### src/hdl/spipr_map.vh
/*
  Constants for the SPI pin-role and select-mode block.
  Assumes inclusion by the design files of this block only.
*/
`ifndef SPIPR_MAP_VH
`define SPIPR_MAP_VH
// Select-mode field encodings.
`define SPIPR_SEL_3WIRE 2'h0
`define SPIPR_SEL_4WIRE_IN 2'h1
`define SPIPR_SEL_HI_BIT 1
`define SPIPR_SEL_LO_BIT 0
// Byte geometry.
`define SPIPR_BYTE_BITS 4'h8
`define SPIPR_DATA_W 8
// Master clock divider: half period of the serial clock in core cycles.
`define SPIPR_HALF_PERIOD_NS 50
`define SPIPR_CLK_PERIOD_NS 10
`define SPIPR_HALF_CYCLES (`SPIPR_HALF_PERIOD_NS / `SPIPR_CLK_PERIOD_NS)
// Last divider count of a half period (five core cycles), at divider width.
`define SPIPR_HALF_LAST 8'h04
// Buffer depth.
`define SPIPR_FIFO_DEPTH 8
`define SPIPR_FIFO_AW 3
`endif

### src/hdl/spipr_fifo.v
/*
  Small synchronous FIFO with valid and ready on both sides.
  Assumes one clock, a synchronous active-low reset and a clock enable.
*/
`timescale 1ns/1ps
module spipr_fifo #(
  parameter WIDTH = 8,
  parameter DEPTH = 8,
  parameter AW = 3
) (
  // Clocking.
  input wire core_clk,
  input wire rst_n,
  input wire clkEn,
  // Fill side.
  input wire inValid,
  output wire inReady,
  input wire [WIDTH-1:0] inData,
  // Drain side.
  output wire outValid,
  input wire outReady,
  output reg [WIDTH-1:0] outData
);
  reg [WIDTH-1:0] mem [0:DEPTH-1];
  reg [AW-1:0] wrPtr_q;
  reg [AW-1:0] rdPtr_q;
  reg [AW:0] count_q;
  reg outValid_q;
  wire doWrite;
  wire doRead;
  wire memHas;
  wire loadOut;
  wire [AW:0] fill;

  //////////////////////////////////////////////////////////////////////
  // count_q counts words in memory; the output register holds one more.
  // Ready stays low once both together hold DEPTH words.
  assign memHas = (count_q != {(AW+1){1'b0}});
  assign fill = count_q + {{AW{1'b0}}, outValid_q};
  assign inReady = (fill != DEPTH[AW:0]);
  assign doWrite = inValid && inReady;
  assign outValid = outValid_q;
  assign loadOut = memHas && (!outValid_q || outReady);
  assign doRead = loadOut;

  // Memory write and pointer bookkeeping.
  always @(posedge core_clk) begin
    if (!rst_n) begin
      wrPtr_q <= {AW{1'b0}};
      rdPtr_q <= {AW{1'b0}};
      count_q <= {(AW+1){1'b0}};
      outValid_q <= 1'b0;
      outData <= {WIDTH{1'b0}};
    end else if (clkEn) begin
      if (doWrite) begin
        mem[wrPtr_q] <= inData;
        wrPtr_q <= wrPtr_q + 1'b1;
      end
      if (doRead) begin
        outData <= mem[rdPtr_q];
        rdPtr_q <= rdPtr_q + 1'b1;
        outValid_q <= 1'b1;
      end else if (outReady) begin
        outValid_q <= 1'b0;
      end
      if (doWrite && !doRead) begin
        count_q <= count_q + 1'b1;
      end else if (!doWrite && doRead) begin
        count_q <= count_q - 1'b1;
      end
    end
  end
endmodule // spipr_fifo

### src/hdl/spipr_sync.v
/*
  Two-flop synchroniser for a bundle of asynchronous inputs.
  Assumes the inputs are levels from outside the core clock domain.
*/
`timescale 1ns/1ps
module spipr_sync #(
  parameter WIDTH = 3
) (
  // Clocking.
  input wire core_clk,
  input wire rst_n,
  input wire clkEn,
  // Data.
  input wire [WIDTH-1:0] asyncIn,
  output reg [WIDTH-1:0] syncOut
);
  reg [WIDTH-1:0] meta_q;

  //////////////////////////////////////////////////////////////////////
  // First stage feeds only the second stage. Reset value is idle high.
  always @(posedge core_clk) begin
    if (!rst_n) begin
      meta_q <= {WIDTH{1'b1}};
      syncOut <= {WIDTH{1'b1}};
    end else if (clkEn) begin
      meta_q <= asyncIn;
      syncOut <= meta_q;
    end
  end
endmodule // spipr_sync

### src/hdl/spipr_core.v
/*
  SPI port pin roles and select modes: master and slave byte shifting,
  data-line direction, select input/output handling and pin routing.
  Assumes an external SPI master or slave; all pins except outputs are
  asynchronous to core_clk. Serial clock idles low, data sampled on rising
  edge; changed on the falling edge by the master and a few core cycles after the rising edge by the slave. The pin-level tri-state buffers and
  the pin routing sit outside this block and obey the enable outputs.
  clkEn low freezes every register, the synchronisers included.
*/
`timescale 1ns/1ps
`include "spipr_map.vh"
module spipr_core (
  // Clock, reset and enable.
  input wire core_clk,
  input wire rst_n,
  input wire clkEn,
  // Configuration bits.
  input wire portEnable,
  input wire master_role_enable,
  input wire [1:0] select_mode_field,
  // Transmit stream into the FIFO.
  input wire txValid,
  output wire txReady,
  input wire [7:0] txData,
  // Received bytes.
  output reg rxValid,
  output reg [7:0] rxData,
  // Status.
  output reg masterActive,
  output reg modeFault,
  output reg busy,
  output reg selectRouted,
  // Master-to-slave data pin.
  input wire mosiIn,
  output reg mosiOut,
  output reg mosiOe,
  // Slave-to-master data pin.
  input wire misoIn,
  output reg misoOut,
  output reg misoOe,
  // Serial clock pin.
  input wire sckIn,
  output reg sckOut,
  output reg sckOe,
  // Select pin, active low.
  input wire selInN,
  output reg selOutN,
  output reg selOeN
);
  // Synchronised pins: bit 0 sck, 1 mosi, 2 miso, 3 select.
  wire [3:0] pinSync;
  wire sckS;
  wire mosiS;
  wire misoS;
  wire selS;
  reg sckPrev_q;
  reg selPrev_q;
  reg mstDis_q;
  // Shift engine state.
  reg [7:0] shift_q;
  reg [3:0] bitCnt_q;
  reg loaded_q;
  reg [7:0] divCnt_q;
  reg sckGen_q;
  reg mstRun_q;
  reg sampleBit_q;
  wire fifoValid;
  wire [7:0] fifoData;
  wire fifoPop;
  // Decode and edge strobes.
  wire isMaster;
  wire isSlave;
  wire mode3;
  wire mode4in;
  wire modeOut;
  wire slvSelected;
  wire sckRise;
  wire selFall;
  wire halfDone;
  wire [7:0] shiftNext;

  //////////////////////////////////////////////////////////////////////
  // Shift left and append an incoming bit at the bottom.
  // Used by both roles so that the bit order cannot drift apart.
  function [7:0] shiftIn;
    input [7:0] cur;
    input inBit;
    begin
      shiftIn = {cur[6:0], inBit};
    end
  endfunction

  //////////////////////////////////////////////////////////////////////
  // Pin inputs pass two flops before use.
  // Select and serial clock also feed edge detectors below.
  spipr_sync #(
    .WIDTH(4)
  ) uSync (
    .core_clk(core_clk),
    .rst_n(rst_n),
    .clkEn(clkEn),
    .asyncIn({selInN, misoIn, mosiIn, sckIn}),
    .syncOut(pinSync)
  );
  assign sckS = pinSync[0];
  assign mosiS = pinSync[1];
  assign misoS = pinSync[2];
  assign selS = pinSync[3];

  // Transmit bytes wait in the FIFO until the shift register takes them.
  // A word is popped only while the shift register is empty.
  spipr_fifo #(
    .WIDTH(`SPIPR_DATA_W),
    .DEPTH(`SPIPR_FIFO_DEPTH),
    .AW(`SPIPR_FIFO_AW)
  ) uFifo (
    .core_clk(core_clk),
    .rst_n(rst_n),
    .clkEn(clkEn),
    .inValid(txValid),
    .inReady(txReady),
    .inData(txData),
    .outValid(fifoValid),
    .outReady(fifoPop),
    .outData(fifoData)
  );

  //////////////////////////////////////////////////////////////////////
  // Role and mode decode.
  // A master that took a mode fault stays off until software re-arms it.
  assign mode3 = (select_mode_field == `SPIPR_SEL_3WIRE);
  assign mode4in = (select_mode_field == `SPIPR_SEL_4WIRE_IN);
  assign modeOut = select_mode_field[`SPIPR_SEL_HI_BIT];
  assign isMaster = portEnable && master_role_enable && !mstDis_q;
  assign isSlave = portEnable && !master_role_enable;
  // 3-wire slave is always selected; 4-wire input-mode slave selected by low input; output modes never select.
  assign slvSelected = mode3 || (mode4in && !selS);
  // Edges are found on the synchronised copies only.
  assign sckRise = sckS && !sckPrev_q;
  assign selFall = !selS && selPrev_q;
  // Divider end point, sized to the divider counter.
  assign halfDone = (divCnt_q == `SPIPR_HALF_LAST);
  assign fifoPop = fifoValid && !loaded_q && (isMaster || isSlave);
  assign shiftNext = shiftIn(shift_q, isMaster ? misoS : mosiS);

  //////////////////////////////////////////////////////////////////////
  // Edge history of synchronised serial clock and select.
  always @(posedge core_clk) begin
    if (!rst_n) begin
      // Both reset high like the synchroniser, so no false edge follows.
      sckPrev_q <= 1'b1;
      selPrev_q <= 1'b1;
    end else if (clkEn) begin
      sckPrev_q <= sckS;
      selPrev_q <= selS;
    end
  end

  // Multi-master lockout: a falling select in 4-wire input mode drops the master function.
  // The fault flag is sticky until the role or the port is dropped.
  always @(posedge core_clk) begin
    if (!rst_n) begin
      mstDis_q <= 1'b0;
      modeFault <= 1'b0;
    end else if (clkEn) begin
      if (!portEnable || !master_role_enable) begin
        mstDis_q <= 1'b0;
        modeFault <= 1'b0;
      end else if (mode4in && selFall) begin
        mstDis_q <= 1'b1;
        modeFault <= 1'b1;
      end
    end
  end

  //////////////////////////////////////////////////////////////////////
  // Shift engine for both roles.
  // Master: a divider makes the serial clock; bits move on its falling half.
  // Slave: bits move on each synchronised rising edge of the pin clock while selected.
  always @(posedge core_clk) begin
    if (!rst_n) begin
      shift_q <= 8'h00;
      bitCnt_q <= 4'h0;
      loaded_q <= 1'b0;
      divCnt_q <= 8'h00;
      sckGen_q <= 1'b0;
      mstRun_q <= 1'b0;
      sampleBit_q <= 1'b0;
      rxValid <= 1'b0;
      rxData <= 8'h00;
    end else if (clkEn) begin
      rxValid <= 1'b0;
      if (!isMaster && !isSlave) begin
        // Disabling clears the bit counter; in 3-wire slave only this, a FIFO load and a finished byte reset it.
        bitCnt_q <= 4'h0;
        loaded_q <= 1'b0;
        mstRun_q <= 1'b0;
        sckGen_q <= 1'b0;
        divCnt_q <= 8'h00;
      end else if (fifoPop) begin
        shift_q <= fifoData;
        loaded_q <= 1'b1;
        bitCnt_q <= 4'h0;
        mstRun_q <= isMaster;
      end else if (isMaster) begin
        if (mstRun_q) begin
          if (halfDone) begin
            divCnt_q <= 8'h00;
            sckGen_q <= !sckGen_q;
            if (!sckGen_q) begin
              // Rising half: take the slave's bit but leave the MSB on the
              // data line, so that it stands through the whole high phase.
              sampleBit_q <= misoS;
              bitCnt_q <= bitCnt_q + 4'h1;
            end else begin
              // Falling half: shift, which moves the next bit onto the line.
              shift_q <= shiftIn(shift_q, sampleBit_q);
              if (bitCnt_q == `SPIPR_BYTE_BITS) begin
                mstRun_q <= 1'b0;
                loaded_q <= 1'b0;
                bitCnt_q <= 4'h0;
                rxValid <= 1'b1;
                rxData <= shiftIn(shift_q, sampleBit_q);
              end
            end
          end else begin
            divCnt_q <= divCnt_q + 8'h01;
          end
        end
      end else begin
        // Slave: a new select falling edge restarts the byte.
        // In 3-wire mode only disabling the port, a FIFO load or a finished byte clears the count.
        if (mode4in && selFall) begin
          bitCnt_q <= 4'h0;
        // Deselected: the register and the count hold still.
        end else if (slvSelected && sckRise) begin
          shift_q <= shiftNext;
          if (bitCnt_q == (`SPIPR_BYTE_BITS - 4'h1)) begin
            bitCnt_q <= 4'h0;
            loaded_q <= 1'b0;
            rxValid <= 1'b1;
            rxData <= shiftNext;
          end else begin
            bitCnt_q <= bitCnt_q + 4'h1;
          end
        end
      end
    end
  end

  //////////////////////////////////////////////////////////////////////
  // Pin drivers and status, all registered.
  // selOeN is high while the select pin is driven, despite its name.
  always @(posedge core_clk) begin
    if (!rst_n) begin
      mosiOut <= 1'b0;
      mosiOe <= 1'b0;
      misoOut <= 1'b0;
      misoOe <= 1'b0;
      sckOut <= 1'b0;
      sckOe <= 1'b0;
      selOutN <= 1'b1;
      selOeN <= 1'b0;
      selectRouted <= 1'b0;
      masterActive <= 1'b0;
      busy <= 1'b0;
    end else if (clkEn) begin
      mosiOut <= shift_q[7];
      mosiOe <= isMaster;
      misoOut <= shift_q[7];
      misoOe <= isSlave && slvSelected;
      sckOut <= sckGen_q;
      sckOe <= isMaster;
      selOutN <= select_mode_field[`SPIPR_SEL_LO_BIT];
      selOeN <= portEnable && modeOut;
      selectRouted <= !mode3;
      masterActive <= isMaster;
      busy <= loaded_q;
    end
  end
endmodule // spipr_core

### config.mk
export PLATFORM = sky130hd
export DESIGN_NAME = spipr_core
export DESIGN_NICKNAME = d
export VERILOG_FILES = /design/src/hdl/spipr_fifo.v /design/src/hdl/spipr_sync.v /design/src/hdl/spipr_core.v
export VERILOG_INCLUDE_DIRS = /design/src /design/src/hdl
export SDC_FILE = /design/constraint.sdc
export NUM_CORES = 1
export LEC_CHECK = 0
export ABC_AREA = 1
export BUFFER_PORTS_ARGS = -buffer_cell sky130_fd_sc_hd__clkbuf_2
export CORE_MARGIN = 8
export CORE_UTILIZATION = 40
export CTS_CLUSTER_DIAMETER = 40
export DETAILED_ROUTE_END_ITERATION = 12
export PLACE_DENSITY = 0.66
export SYNTH_ARGS = -nofsm -noshare
export SYNTH_HDL_FRONTEND = slang
export SYNTH_SLANG_ARGS = --single-unit
### constraint.sdc
create_clock -name core_clk -period 2.5 [get_ports core_clk]
set_input_delay 0.375 -clock core_clk [delete_from_list [all_inputs] [get_ports core_clk]]
set_output_delay 0.375 -clock core_clk [all_outputs]
set_load 0.03 [all_outputs]
==> results by group <==
Outcome
  – Status: complete, no violations

Timing
  – Post-route setup TNS: 0 ns
  – Final Max Tran Viols: 0
  – Final period util: a little over nine tenths
  – Fmax: 424 MHz
  – Hold slack: about 0.17 ns
  – Clock Skew: 0.0103 ns
  – Slew HR: between 50% and 60%
  – Final hold vios: 0
  – RSZ-0062 raised after global routing: true
  – Final setup vio count: 0
  – Setup WS post-layout: ~0.14 ns
  – Least-Margin Pin Slew: 0.619 ns
  – Min Tclk post-route: 2.36 ns

Pwr
  – Leakage dissipation: a little over 3 nW
  – Gate power share: 25.3%
  – Part of the power in registers: 39.5%
  – Sw Share: 32.8%
  – Maximum vdd drop: 0.533 mV
  – Internal power: 4.46 mW
  – PD cells: 920 nW/um^2
  – Clk pwr share: 35.3%
  – Sw Pwr: between 2 and 2.5 mW

Global routing
  – Vias in the first global route: 4393
  – Gr ovfl total: 0
  – Total global-route track usage: ~14%
  – Initial antenna violation count: 0
  – First-pass GRT wire length: 22100 um
  – Pin count of the biggest net entering global routing: 53

Worst setup path
  – Crit-path cells: ha_4 > ha_4 > nor2_2 > nand2_1 > nor2_2 > nand3_2 > nand2_1 > inv_1 > ha_4 > inv_4 > ha_4 > a21oi_2 > nand2_2 > a21oi_2 > o21ai_2 > nand2_1 > nand2_1 > nor2_1
  – Startpoint type of the worst setup path: flop
  – Crit-path max cell delay: 0.36 ns
  – Setup CP Type: flop to flop
  – Worst EP arrival: around 2.7 ns
  – CP Max Fanout: 5
  – Critical Path Sink Type: flop
  – Critical path data required time: 2.86 ns
  – R2r setup slk: 0.14 ns
  – Crit path max-delay cell type: dfxtp_4

Clocking
  – H-Tree Depth: 4
  – Clk buf depth: 2
  – CTS tree: built
  – CTS Sinks: 135
  – Register clock-pin slew on the reported worst setup and hold paths: 0.06 ns
  – Clock Tree Root: clkbuf_16
  – Worst-Skew Late Latency: 0.42 ns
  – CTS buffer count: 17

Finish
  – Register area: 3350 sq um
  – Synthesis-to-finish area growth: 17.1%
  – FILL cells: 1439
  – Post-layout net count: just over 800
  – Post-route insts no fill: 984
  – Share of layout cells above drive strength 1: 16.1%
  – Multi-input logic area: 2470 sq um
  – Diode count: 0
  – Design area: 7210 sq um

Placed design
  – Post-Place Cells: 949
  – HPWL after DPL: 9290 um
  – Port-buffer cells: 41
  – DP Area: 6590 sq um
  – RD Place Congestion: around 0.8
  – Place WS: around 0.046 ns

Routing
  – DR vias: 4846
  – Routed wl met3: 651 um
  – Vias per inst: 4.92
  – Wire per inst: around 14 um
  – Residual DRC: 0
  – Drt total wl: 13500 um
  – Iteration-0 DRC Markers: 417
  – Remaining antenna violation count: 0
  – Wl on met1: 6260 um
  – Top sig layer: met4
  – DRT Pass-1 Iters: 5
  – Met2 Wirelength: between 6000 and 7000 um

Run
  – Maximum Capacitance Violations: 0

Yosys
  – Synth Register Bits: ~140
  – Syn_area_per_cell: 8.35 sq um
  – Area share of the largest cell type after synthesis: 31.2%
  – Predominant post-synthesis flop cell: dfxtp_1
  – Post-synth net total: ~770
  – Post-synthesis sequential area ratio: 54.3%
  – Top cell type by total area after synthesis: edfxtp_1
  – FFs w/ async S/R, synth: 0%
  – Post-synth top cells: nand2_1 (163), nor2_1 (129), inv_1 (74)
  – Ys Warns: 0
  – Synth cell types: 36
  – EDFF count, synth: 64
  – Syn Inst Count: 737
  – Syn Std Cell Area: 6160 sq um
  – Leading post-synthesis cells by cell area: edfxtp_1 (31%), dfxtp_1 (23%), nand2_1 (9.9%)
  – Count leader, synth: nand2_1

Floorplanning
  – Die width: between 100 and 150 um
  – Std cell rows: 45
  – I/O pin count: 42
  – Die Y: 140 um
  – Die area: between 15000 and 20000 sq um
  – Core area: 15100 sq um
  – Starting Density: 40.7%

Hold path
  – Class of the worst hold path: input port to flop
[sequential cells by signal, summed over array words and instances (netlist names), 4 cells and up]
name / count
bitCnt_q: 4
rxData: 8
uFifo.outData: 8
uFifo.count_q: 4
uSync.syncOut: 4
shift_q: 8
divCnt_q: 8
uFifo.mem: 64
uSync.meta_q: 4
[path summary, 6_finish.rpt]
kind                          from          endpoint  cells past startpoint
hold / removal              mosiIn   uSync.meta_q[1]                      3
hold reg to reg    uSync.meta_q[3]   uSync.meta_q[3]                      2
setup reg to reg  uFifo.count_q[0]  uFifo.count_q[3]                     18
setup / recovery  uFifo.count_q[0]  uFifo.count_q[3]                     18
[stage by stage]
stage                     power (mW)  utilization [%]
after floorplan                 3.82                -
after global placement          4.21             43.5
after detailed placement        4.23             43.5
after CTS                       6.57             47.1
after global routing            7.05             47.6
final                           6.64             47.6
[per-layer routing]
| metal | up-vias | global-route usage, % |
|---|---|---|
| li1 | 2512 | - |
| met1 | 2196 | 17.9 |
| met2 | 114 | 22.0 |
| met3 | 24 | 3.53 |
| met4 | 0 | 7.43 |
| met5 | - | 0 |
[cells by family after synthesis]
logic type / synth area share (%)
compound gates: 11.1
flops: 54.3
simple gates: 24.8
fa+ha+maj: 2.56
xor+xnor: 0.285
buf+inv: 6.97
[layout by cell type (no fill, tap or decap), types with 3 or more instances in the layout]
cell type	n
nand4_1	13
dfxtp_1	68
buf_4	14
inv_6	3
nor3_1	7
clkbuf_16	17
nor2_2	7
clkinv_4	3
nand3_1	30
nor2_1	123
clkbuf_2	41
nand2_1	162
ha_4	4
o22ai_1	16
nor2_4	3
clkinvlp_4	4
clkinv_2	3
a21oi_1	28
nand2_2	7
ha_1	7
inv_1	73
edfxtp_1	64
o21ai_0	68
[power groups by stage]
stage / logic, mW / registers (mW) / clock network (mW)
6_report: 1.68 / 2.62 / 2.34
5_1_grt: 1.93 / 2.64 / 2.48
4_1_cts: 1.57 / 2.62 / 2.38
3_5_place_dp: 1.56 / 2.66 / 0
3_3_place_gp: 1.55 / 2.66 / 0
2_1_floorplan: 1.16 / 2.66 / 0
[critical path, delay by kind of cell (launching register included)]
kind | cells | cell delay [ns]
compound gates | 3 | 0.36
fa+ha+maj | 4 | 0.77
buf+inv | 2 | 0.11
flops | 1 | 0.36
simple gates | 9 | 0.69
[area by class of cell]
type	count	area share [%]
tap	188	3.26
multi-input combinational	497	34.2
sequential	135	46.4
clock inverter	13	1.70
clock buffer	19	6.00
inverter	77	4.06
timing repair buffer	55	4.30
[what timing repair did]
action,CTS,global route
setup buffers,0,3
endpoints found under the setup margin,0,41
gates resized for setup,0,12
hold buffers,0,0
No activity file was read; power rests on OpenSTA's default activity.
